$ cat config.mk
export PLATFORM = sky130hd
export DESIGN_NAME = lcrp_top
export DESIGN_NICKNAME = d
export VERILOG_FILES = /design/src/hdl/lcrp_pkg.sv /design/src/hdl/lcrp_lane.sv /design/src/hdl/lcrp_top.sv
export SDC_FILE = /design/constraint.sdc
export NUM_CORES = 1
export LEC_CHECK = 0
export BUFFER_PORTS_ARGS = -buffer_cell sky130_fd_sc_hd__buf_2
export CAP_MARGIN = 10
export CELL_PAD_IN_SITES_DETAIL_PLACEMENT = 0
export CELL_PAD_IN_SITES_GLOBAL_PLACEMENT = 1
export CORE_ASPECT_RATIO = 1.4
export CORE_MARGIN = 5
export CORE_UTILIZATION = 33
export CTS_CLUSTER_SIZE = 28
export DETAILED_ROUTE_END_ITERATION = 8
export PLACE_DENSITY = 0.78
export REMOVE_ABC_BUFFERS = 1
export SLEW_MARGIN = 20
export SYNTH_ARGS = -nofsm -noshare
export SYNTH_HDL_FRONTEND = slang
export SYNTH_SLANG_ARGS = --single-unit
$ cat constraint.sdc
create_clock -name CLK_SYS_I -period 3.6 [get_ports CLK_SYS_I]
set_input_delay 1.08 -clock CLK_SYS_I [delete_from_list [all_inputs] [get_ports CLK_SYS_I]]
set_output_delay 1.08 -clock CLK_SYS_I [all_outputs]
set_load 0.02 [all_outputs]
$ cat src/hdl/lcrp_pkg.sv
// lcrp_pkg: constants and carrier types for the lane configuration register pair.
// assumes an apb slave on a single 250 MHz clock with asynchronous active-high reset.
package lcrp_pkg;

	////////////////////////////////////////////////////////////////////////////////
	// register map: the printed offsets are register indices, byte address is four times
	localparam logic [7:0]  LANE_B_IDX      = 8'h12;
	localparam logic [7:0]  LANE_C_IDX      = 8'h13;
	localparam logic [9:0]  LANE_B_ADDR     = {LANE_B_IDX, 2'b00};
	localparam logic [9:0]  LANE_C_ADDR     = {LANE_C_IDX, 2'b00};
	localparam int unsigned ADDR_W          = 10;

	////////////////////////////////////////////////////////////////////////////////
	// lane register fields
	localparam int unsigned F_CTC           = 11;
	localparam int unsigned F_MF_HI         = 10;
	localparam int unsigned F_MF_LO         = 9;
	localparam int unsigned F_LOS_EN        = 8;
	localparam int unsigned F_CFG_UP        = 7;
	localparam int unsigned F_CFG_LO        = 6;
	localparam int unsigned F_EMPH_HI       = 5;
	localparam int unsigned F_EMPH_LO       = 4;
	localparam int unsigned F_LOOP          = 3;
	localparam int unsigned F_PAT           = 2;
	localparam int unsigned F_COMMA         = 1;
	localparam int unsigned F_PD            = 0;
	localparam logic [15:0] LANE_RESET      = 16'h0102;
	localparam logic [15:0] LANE_WR_MASK    = 16'h0fff;

	////////////////////////////////////////////////////////////////////////////////
	// bits of the base control word and of the lane status word
	localparam int unsigned BASE_LOOP       = 14;
	localparam int unsigned BASE_PD         = 11;
	localparam int unsigned STAT_LOSS_B     = 1;
	localparam int unsigned STAT_PASS_B     = 5;
	localparam int unsigned STAT_LOSS_C     = 2;
	localparam int unsigned STAT_PASS_C     = 6;

	////////////////////////////////////////////////////////////////////////////////
	// multifunction select codes
	localparam logic [1:0]  MF_IO_STD       = 2'h0;
	localparam logic [1:0]  MF_COMMA        = 2'h1;
	localparam logic [1:0]  MF_LOSS         = 2'h2;
	localparam logic [1:0]  MF_PASS         = 2'h3;

	////////////////////////////////////////////////////////////////////////////////
	// synchronised pin vector positions
	localparam int unsigned PIN_CFG_UP      = 0;
	localparam int unsigned PIN_CFG_LO      = 1;
	localparam int unsigned PIN_PAT         = 2;
	localparam int unsigned PIN_ALIGN       = 3;
	localparam int unsigned PIN_HSTL        = 4;
	localparam int unsigned PIN_W           = 5;

	////////////////////////////////////////////////////////////////////////////////
	// effective controls of one lane
	typedef struct packed {
		logic       ctc_en;
		logic [1:0] mf_sel;
		logic       loss_en;
		logic [1:0] cfg;
		logic [1:0] emph;
		logic       loop_en;
		logic       pat_en;
		logic       comma_en;
		logic       pwr_down;
		logic       multi_pin;
	} lcrp_eff_s;

	// whole state of the top module
	typedef struct packed {
		logic [15:0]      lane_b;
		logic [15:0]      lane_c;
		logic [PIN_W-1:0] pin_meta;
		logic [PIN_W-1:0] pin_sync;
		logic             pready;
		logic             pslverr;
		logic [31:0]      prdata;
	} lcrp_state_s;

endpackage : lcrp_pkg

$ cat src/hdl/lcrp_lane.sv
// lcrp_lane: effective controls and multifunction pin of one lane.
// assumes register value, global word and status come from logic on the same clock.
`timescale 1ns/100ps
module lcrp_lane #(
	parameter int unsigned LOSS_BIT = 1,
	parameter int unsigned PASS_BIT = 5
) (
	input  wire logic              clk_i,       // system clock
	input  wire logic              rst_i,       // async reset, high
	input  wire logic [15:0]       lane_reg_i,  // lane register value
	input  wire logic [15:0]       global_i,    // global configuration word
	input  wire logic [15:0]       base_i,      // base control word
	input  wire logic [15:0]       status_i,    // lane status word
	input  wire logic              comma_i,     // comma seen on this lane
	input  wire logic              hstl_i,      // io standard, synchronised
	input  wire logic              align_i,     // align enable pin, synchronised
	output lcrp_pkg::lcrp_eff_s    eff_o        // registered effective controls
);

	lcrp_pkg::lcrp_eff_s eff_q;
	lcrp_pkg::lcrp_eff_s eff_d;

	////////////////////////////////////////////////////////////////////////////////
	always_comb begin
		eff_d          = eff_q;
		eff_d.ctc_en   = lane_reg_i[lcrp_pkg::F_CTC] | global_i[lcrp_pkg::F_CTC];
		eff_d.mf_sel   = lane_reg_i[lcrp_pkg::F_MF_HI:lcrp_pkg::F_MF_LO]
			| global_i[lcrp_pkg::F_MF_HI:lcrp_pkg::F_MF_LO];
		eff_d.loss_en  = lane_reg_i[lcrp_pkg::F_LOS_EN] & global_i[lcrp_pkg::F_LOS_EN];
		eff_d.cfg      = lane_reg_i[lcrp_pkg::F_CFG_UP:lcrp_pkg::F_CFG_LO]
			| global_i[lcrp_pkg::F_CFG_UP:lcrp_pkg::F_CFG_LO];
		eff_d.emph     = lane_reg_i[lcrp_pkg::F_EMPH_HI:lcrp_pkg::F_EMPH_LO]
			| global_i[lcrp_pkg::F_EMPH_HI:lcrp_pkg::F_EMPH_LO];
		eff_d.loop_en  = lane_reg_i[lcrp_pkg::F_LOOP] | base_i[lcrp_pkg::BASE_LOOP];
		eff_d.pat_en   = lane_reg_i[lcrp_pkg::F_PAT] | global_i[lcrp_pkg::F_PAT];
		eff_d.comma_en = lane_reg_i[lcrp_pkg::F_COMMA] & align_i
			& global_i[lcrp_pkg::F_COMMA];
		eff_d.pwr_down = lane_reg_i[lcrp_pkg::F_PD] | base_i[lcrp_pkg::BASE_PD];
		// the pin follows the select of this same cycle, not the registered one
		unique case (eff_d.mf_sel)
			lcrp_pkg::MF_IO_STD: eff_d.multi_pin = hstl_i;
			lcrp_pkg::MF_COMMA:  eff_d.multi_pin = comma_i;
			lcrp_pkg::MF_LOSS:   eff_d.multi_pin = status_i[LOSS_BIT];
			lcrp_pkg::MF_PASS:   eff_d.multi_pin = status_i[PASS_BIT];
		endcase
	end

	always_ff @(posedge clk_i or posedge rst_i) begin
		if (rst_i) begin
			eff_q <= '0;
		end else begin
			eff_q <= eff_d;
		end
	end

	assign eff_o = eff_q;

endmodule : lcrp_lane

$ cat src/hdl/lcrp_top.sv
// lcrp_top: lane b and lane c configuration registers behind an apb slave.
// assumes the global word, base control word, status word and comma flags come from
// logic on CLK_SYS_I; the four configuration pins and the io standard pin are async.
//
// Function
// - bits 15:12 read zero, writes dropped
// - compensation enable ORed with global bit 11
// - select picks io standard, comma, loss, pass
// - lane b uses status bits 1 and 5
// - lane c uses status bits 2 and 6
// - select ORed with global bits 10:9
// - loss detect ANDed with global bit 8
// - config bits writable only while pin low
// - config bits ORed with global bits 7:6
// - emphasis bits ORed with global bits 5:4
// - loopback ORed with base bit 14
// - pattern test ORed with global bit 2
// - pattern bit writable only while pin low
// - comma detect ANDs bit, align pin, global
// - power-down ORed with base bit 11
`timescale 1ns/100ps
module lcrp_top (
	input  wire logic                          CLK_SYS_I,           // 250 MHz clock
	input  wire logic                          RST_I,               // async reset, high
	input  wire logic                          PSEL_I,              // apb select
	input  wire logic                          PENABLE_I,           // apb access phase
	input  wire logic                          PWRITE_I,            // apb write
	input  wire logic [lcrp_pkg::ADDR_W-1:0]   PADDR_I,             // apb byte address
	input  wire logic [31:0]                   PWDATA_I,            // apb write data
	input  wire logic [3:0]                    PSTRB_I,             // apb byte strobes
	output logic                               PREADY_O,            // apb ready
	output logic                               PSLVERR_O,           // apb error
	output logic [31:0]                        PRDATA_O,            // apb read data
	input  wire logic [15:0]                   GLOBAL_CFG_I,        // global config word
	input  wire logic [15:0]                   BASE_CTRL_I,         // base control word
	input  wire logic [15:0]                   LANE_STATUS_I,       // lane status word
	input  wire logic [1:0]                    COMMA_SEEN_I,        // comma seen, [0]=b [1]=c
	input  wire logic                          CFG_PIN_UPPER_I,     // config pin, upper
	input  wire logic                          CFG_PIN_LOWER_I,     // config pin, lower
	input  wire logic                          PATTERN_TEST_PIN_I,  // pattern test pin
	input  wire logic                          ALIGN_ENABLE_PIN_I,  // align enable pin
	input  wire logic                          IO_STD_HSTL_I,       // io standard, 1 = hstl
	output lcrp_pkg::lcrp_eff_s                LANE_B_EFF_O,        // lane b controls
	output lcrp_pkg::lcrp_eff_s                LANE_C_EFF_O,        // lane c controls
	output logic                               LANE_B_MULTI_PIN_O,  // lane b multifunction
	output logic                               LANE_C_MULTI_PIN_O   // lane c multifunction
);

	lcrp_pkg::lcrp_state_s st_q;
	lcrp_pkg::lcrp_state_s st_d;
	lcrp_pkg::lcrp_eff_s   eff_b;
	lcrp_pkg::lcrp_eff_s   eff_c;
	logic                  hit_b;
	logic                  hit_c;
	logic                  access;
	logic                  commit;

	////////////////////////////////////////////////////////////////////////////////
	// write merge: strobes pick the bytes, reserved bits are dropped, pin-held bits keep
	function automatic logic [15:0] lane_write(
		input logic [15:0]                old_v,
		input logic [15:0]                wdata,
		input logic [1:0]                 strb,
		input logic [lcrp_pkg::PIN_W-1:0] pins
	);
		logic [15:0] nv;
		nv = old_v;
		if (strb[0]) begin
			nv[7:0] = wdata[7:0];
		end
		if (strb[1]) begin
			nv[15:8] = wdata[15:8];
		end
		nv = nv & lcrp_pkg::LANE_WR_MASK;
		if (pins[lcrp_pkg::PIN_CFG_UP]) begin
			nv[lcrp_pkg::F_CFG_UP] = old_v[lcrp_pkg::F_CFG_UP];
		end
		if (pins[lcrp_pkg::PIN_CFG_LO]) begin
			nv[lcrp_pkg::F_CFG_LO] = old_v[lcrp_pkg::F_CFG_LO];
		end
		if (pins[lcrp_pkg::PIN_PAT]) begin
			nv[lcrp_pkg::F_PAT] = old_v[lcrp_pkg::F_PAT];
		end
		return nv;
	endfunction : lane_write

	////////////////////////////////////////////////////////////////////////////////
	// decode: only the two aligned words answer, everything else is an error
	assign hit_b  = (PADDR_I == lcrp_pkg::LANE_B_ADDR);
	assign hit_c  = (PADDR_I == lcrp_pkg::LANE_C_ADDR);
	assign access = PSEL_I & PENABLE_I;
	// one wait state: ready rises the cycle after the access phase opens
	assign commit = access & st_q.pready;

	////////////////////////////////////////////////////////////////////////////////
	always_comb begin
		st_d          = st_q;
		// two-flop synchroniser; only the second stage feeds any logic
		st_d.pin_meta = {IO_STD_HSTL_I, ALIGN_ENABLE_PIN_I, PATTERN_TEST_PIN_I,
			CFG_PIN_LOWER_I, CFG_PIN_UPPER_I};
		st_d.pin_sync = st_q.pin_meta;

		if (commit) begin
			st_d.pready  = 1'b0;
			st_d.pslverr = 1'b0;
			st_d.prdata  = 32'h0000_0000;
			if (PWRITE_I && hit_b) begin
				st_d.lane_b = lane_write(st_q.lane_b, PWDATA_I[15:0], PSTRB_I[1:0],
					st_q.pin_sync);
			end
			if (PWRITE_I && hit_c) begin
				st_d.lane_c = lane_write(st_q.lane_c, PWDATA_I[15:0], PSTRB_I[1:0],
					st_q.pin_sync);
			end
		end else if (access) begin
			st_d.pready  = 1'b1;
			st_d.pslverr = ~(hit_b | hit_c);
			st_d.prdata  = 32'h0000_0000;
			if (!PWRITE_I && hit_b) begin
				st_d.prdata = {16'h0000, st_q.lane_b & lcrp_pkg::LANE_WR_MASK};
			end
			if (!PWRITE_I && hit_c) begin
				st_d.prdata = {16'h0000, st_q.lane_c & lcrp_pkg::LANE_WR_MASK};
			end
		end else begin
			st_d.pready  = 1'b0;
			st_d.pslverr = 1'b0;
		end
	end

	always_ff @(posedge CLK_SYS_I or posedge RST_I) begin
		if (RST_I) begin
			st_q        <= '0;
			st_q.lane_b <= lcrp_pkg::LANE_RESET;
			st_q.lane_c <= lcrp_pkg::LANE_RESET;
		end else begin
			st_q <= st_d;
		end
	end

	////////////////////////////////////////////////////////////////////////////////
	// per-lane effective controls
	lcrp_lane #(
		.LOSS_BIT (lcrp_pkg::STAT_LOSS_B),
		.PASS_BIT (lcrp_pkg::STAT_PASS_B)
	) u_lane_b (
		.clk_i      (CLK_SYS_I),
		.rst_i      (RST_I),
		.lane_reg_i (st_q.lane_b),
		.global_i   (GLOBAL_CFG_I),
		.base_i     (BASE_CTRL_I),
		.status_i   (LANE_STATUS_I),
		.comma_i    (COMMA_SEEN_I[0]),
		.hstl_i     (st_q.pin_sync[lcrp_pkg::PIN_HSTL]),
		.align_i    (st_q.pin_sync[lcrp_pkg::PIN_ALIGN]),
		.eff_o      (eff_b)
	);

	lcrp_lane #(
		.LOSS_BIT (lcrp_pkg::STAT_LOSS_C),
		.PASS_BIT (lcrp_pkg::STAT_PASS_C)
	) u_lane_c (
		.clk_i      (CLK_SYS_I),
		.rst_i      (RST_I),
		.lane_reg_i (st_q.lane_c),
		.global_i   (GLOBAL_CFG_I),
		.base_i     (BASE_CTRL_I),
		.status_i   (LANE_STATUS_I),
		.comma_i    (COMMA_SEEN_I[1]),
		.hstl_i     (st_q.pin_sync[lcrp_pkg::PIN_HSTL]),
		.align_i    (st_q.pin_sync[lcrp_pkg::PIN_ALIGN]),
		.eff_o      (eff_c)
	);

	////////////////////////////////////////////////////////////////////////////////
	assign PREADY_O           = st_q.pready;
	assign PSLVERR_O          = st_q.pslverr;
	assign PRDATA_O           = st_q.prdata;
	assign LANE_B_EFF_O       = eff_b;
	assign LANE_C_EFF_O       = eff_c;
	assign LANE_B_MULTI_PIN_O = eff_b.multi_pin;
	assign LANE_C_MULTI_PIN_O = eff_c.multi_pin;

endmodule : lcrp_top

# [Yosys cells after proc, flatten, opt, wreduce, memory -nomap -nowiden]
# Cells that the tools add are included.
[word_totals] ff_bits=94 word_cells=95
[classes] eq_ne=8 mux=7 bitwise_logic=27 n_reduce_logical=18
[ops] cell="34-bit 2-to-1 mux" count=1
[ops] cell="32-bit 2-to-1 mux" count=1
[ops] cell="12-bit 2-to-1 mux" count=2
[ops] cell="4-bit AND reduction" count=6
[ops] cell="10-bit by 7-bit equality test with 1-bit output, second input constant" count=2
[ops] cell="2-bit bitwise OR" count=6
[ops] cell="3-bit AND reduction" count=4
[ops] cell="1-bit bitwise OR" count=9
[ops] cell="1-bit bitwise AND" count=8
[ops] cell="2-bit equality test, second input constant" count=4
[ops] cell="1-bit case mux with 4 select lines" count=2
[ops] cell="2-bit by 1-bit equality test with 1-bit output, second input constant" count=2
[ops] cell="1-bit logical AND" count=4
[ops] cell="2-bit zero test" count=2
[ops] cell="1-bit inverter" count=4
[ops] cell="2-bit 2-to-1 mux" count=1
[ops] cell="2-bit nonzero test" count=1
[ops] cell="1-bit zero test" count=1

# [Longest topological paths before layout]
[logic_depth] word_depth=6 mapped_depth=6 ltp_nobuf=4

# [Modules after synthesis]
# Synthesis repeated with hierarchy kept, for this count alone.
[unflattened] cells_unflattened=224 hier_area_um2=3030.4
[by_module_without_submodules] module="lcrp_top" instances=1 cells_each=170 area_each_um2=2172.1 seq_area_each_um2=1206.2
[by_module_without_submodules] module="lcrp_lane" instances=2 cells_each=27 area_each_um2=429.2 seq_area_each_um2=325.3

# [Worst setup path after synthesis]
# No wires, ideal clock.
[synth_path] kind="input to register" start="input PADDR_I[7] (netlist name)" end="register st_q[53] (netlist name)" setup_ns=0.125 arrival_ns=2.393 required_time_ns=3.475 setup_slack_ns=1.082 cell_stages=5 n_path_buf=1 cell_sequence="nor4b_2 -> nand4bb_1 -> or4_1 -> buf_2 -> mux2_4"
[synth_between] elab_chain_cells=3
[synth_lines] element="from (decl)" line_no="lcrp_top.sv:28" source="input wire logic [lcrp_pkg::ADDR_W-1:0] PADDR_I,"
[synth_lines] element="10-bit by 7-bit equality test with 1-bit output" line_no="lcrp_top.sv:90" source="assign hit_c = (PADDR_I == lcrp_pkg::LANE_C_ADDR);"
[synth_lines] element="1-bit logical AND" line_no="lcrp_top.sv:111" source="if (PWRITE_I && hit_c) begin"
[synth_lines] element="3-bit AND reduction (no source line)"
[synth_lines] element="to (signal assigned)" line_no="lcrp_top.sv:137" source="st_q <= st_d;"
[synth_lines] element="to (decl)" line_no="lcrp_top.sv:49" source="lcrp_pkg::lcrp_state_s st_q;"
# No other way between the ends.
# A chain may end at the register's enable or synchronous reset.

# [Final worst setup path]
[layout_path] start="input PADDR_I[7] (netlist name)" end="register st_q[54] (netlist name)"
# Same word-level chain as after synthesis.

==> impl_metrics.toml <==
[outcome]
status = "complete, no violations"

[power_and_ir_drop]
p_per_area_mw_per_mm2 = 487
ir_drop_uv = 218
total_leakage_power_nw = 1.94

[setup_path]
worstPathArrival_ns = 2.75
reg2reg_from = "PREADY_O"
crit_path_top_delay_cell = "or4_1"
r2r_slack_ns = 2.00
required_ns = 3.81
reg2regPathDepth = 3
slowest_delay_ns = 0.68
start_kind = "primary input"
crit_chain = "buf_2 > nor4b_2 > nand4bb_1 > or4_1 > mux2_4"
path_max_fanout = 4
critPathKind = "primary input to register"
setup.worst_path.end_class = "register"
r2r_end = "PRDATA_O[3]"

[synthesis]
synth_top_flop_cell = "dfrtp_1"
yosys_warnings = 0
syn_area_sq_mm = 0.00302
synth_top_area_share = 0.579
synthArstFlopShare = 1.00
synth-edff-count = 0
ys_types = 28
yosysMostFrequentCell = "dfrtp_1"
avgSynthCellArea_sq_um = 13.3
syn_inst = 228
yosys_register_bits = 74
synth_seq_area_share = 0.614
yosysTopAreaCell = "dfrtp_1"
yosys-top-cells-area = "dfrtp_1, buf_4, mux2_2, or2_2, mux2i_1"
netlist_top_cells_count = "dfrtp_1, buf_4, mux2_2, or2_2, nand2_1"

[final_layout]
stdcell_area_sq_mm = 0.00371
n_antenna_cell = 0
nNetsFinal = 419
area_delta_synth_final_pct = 22.7
layout-drive-gt1-share = 0.519

[placement]
dp_hpwl_um = 4800
gp_congestion = 0.719
port_buffers = 93
placed_cell_area_sq_mm = 0.00344
place_ws_ns = 0.680

[timing]
finClkSkew_ns = 0.00553
hold_viol_final = 0
finalSetupViolCount = 0
fin_setup_tns_ns = 0
max_freq_mhz = 394
worst_pin_slew_ns = 0.648
rsz0062_at_grt = "false"
relSlewSlack = 0.566
finalWorstSetupSlack_ns = 1.06
finalCriticalPeriod_ns = 2.54
slew_viol_final = 0
period_share = 0.706

[worst_hold_path]
min_path_type = "register to register"
holdCritStartpoint = "st_d[37]"
whs_endpoint = "st_q[37]"
min_delay_path_depth = 0

[global_route]
overflow = 0
grt_pass1_wl_um = 10100
antenna_found_initial = 0
gr-usage-all-layers = 0.118
grt_pass1_vias = 1982
grt_max_degree = 35

[route]
vias_per_cell = 4.38
route.met2.wl_um = 3310
wl_per_cell_um = 15.0
ant_nets = 0
vias = 1862
wirelength_um = 6370
route.detailed.drc = 0
drt_first_iter_violations = 30
wl_met3_um = 508
top_layer_used = "met4"
firstDrtPassIters = 4
wl_met1_um = 2450

[clock_tree]
cts.sinks = 74
ctsResizeCount = 0
cts_tree = "yes"
h-tree-depth = 3
cts_buffers = 9
cts_root_buf = "clkbuf_16"
clk_pin_slew_worst_paths_ns = 0.06
clock_path_buffers = 2
post_cts_buffers = 0
insertion_delay_ns = 0.32
cts_hold_buf = 0

[floorplanning]
die-height_um = 123
fp.dieW_um = 90.9
design.core.area_sq_mm = 0.00898
num_rows = 41
start_util = 0.337
ioPinCount = 168
dieArea_sq_mm = 0.0112

[flow_run]
cap_violations = 0
-- cells by family (layout without fill, tap and decap cells) --
| family | count (synthesis) | count (layout) | synth area share |
|---|---|---|---|
| AOI/OAI and AO/OA | 12 | 12 | 0.0199 |
| other | 1 | 20 | 0.00124 |
| buffers and inverters | 44 | 115 | 0.0981 |
| DFF | 74 | 74 | 0.614 |
| and+or+nand+nor | 59 | 59 | 0.118 |
| muxes | 38 | 38 | 0.149 |
-- layout make-up --
| type | instances | area, sq um |
|---|---|---|
| Fill cell | 861 | 5270 |
| Sequential cell | 74 | 1860 |
| Multi-Input combinational cell | 129 | 941 |
| Timing Repair Buffer | 97 | 495 |
| Clock buffer | 11 | 243 |
| Tap cell | 107 | 134 |
| Clock inverter | 5 | 31.3 |
| Inverter | 2 | 8.76 |
-- metal layers --
layer  vias to the layer above  track usage
met3                         9       0.0456
met4                         0       0.0440
met2                        63        0.199
li1                        884            -
met1                       906        0.136
met5                         -            0
-- worst max path at each step --
stage	startpoint	end	slack [ns]	depth (start not counted)
2_1_floorplan	RST_I	PRDATA_O[0]	0.64	1
3_3_place_gp	PADDR_I[7]	st_q[54]	0.70	5
3_5_place_dp	PADDR_I[7]	st_q[54]	0.68	5
4_1_cts	PADDR_I[7]	st_q[54]	1.04	5
5_1_grt	PADDR_I[7]	st_q[71]	1.01	6
6_report	PADDR_I[7]	st_q[54]	1.06	5
-- state kept, by name, summed over array words and instances, names as in the netlist --
register,cells
u_lane_c.eff_o,13
PREADY_O,1
st_q,29
PRDATA_O,12
PSLVERR_O,1
u_lane_b.eff_o,13
st_d,5
-- placed cells by master, fill, tap and decap left out --
cell type / n
nor2_1: 2
nor4_1: 1
dfrtp_1: 70
o21ai_0: 12
nor4_4: 1
or2_2: 20
nand4b_1: 1
inv_1: 1
clkinvlp_4: 1
mux2_4: 4
nor4b_2: 1
and4_1: 1
clkbuf_1: 1
clkbuf_16: 9
nand2b_1: 1
nand3_1: 3
clkbuf_8: 1
and2_1: 3
nand2_1: 13
nand4bb_1: 1
or4_1: 1
buf_2: 93
mux2_2: 20
and3_1: 2
mux4_2: 2
or2_1: 2
clkinv_4: 1
dfstp_2: 4
clkinv_2: 4
nor3_1: 6
conb_1: 20
buf_4: 4
mux2i_1: 12
-- worst max-delay path: cells and delay by family --
| family | cells | cell delay, ns |
|---|---|---|
| multiplexers | 1 | 0.35 |
| buffers and inverters | 1 | 0.11 |
| AND/OR/NAND/NOR | 3 | 1.20 |
-- stage by stage --
stage | cells | hold slack (ns) | utilization | total power, mW
floorplan | 205 | 0.331 | - | 0.949
finish | 425 | 0.346 | 0.413 | 1.81
detailed placement | 409 | 0.335 | 0.383 | 1.02
global route | 425 | 0.358 | 0.413 | 1.88
global placement | 409 | 0.334 | 0.383 | 1.01
CTS | 425 | 0.349 | 0.413 | 1.83
-- report_power, final --
group / switching (mW) / total [mW] / internal [mW]
Sequential: 0.00629 / 0.859 / 0.853
Clock: 0.325 / 0.808 / 0.482
Combinational: 0.0901 / 0.140 / 0.0494
Power figures use the tool's default switching activity.
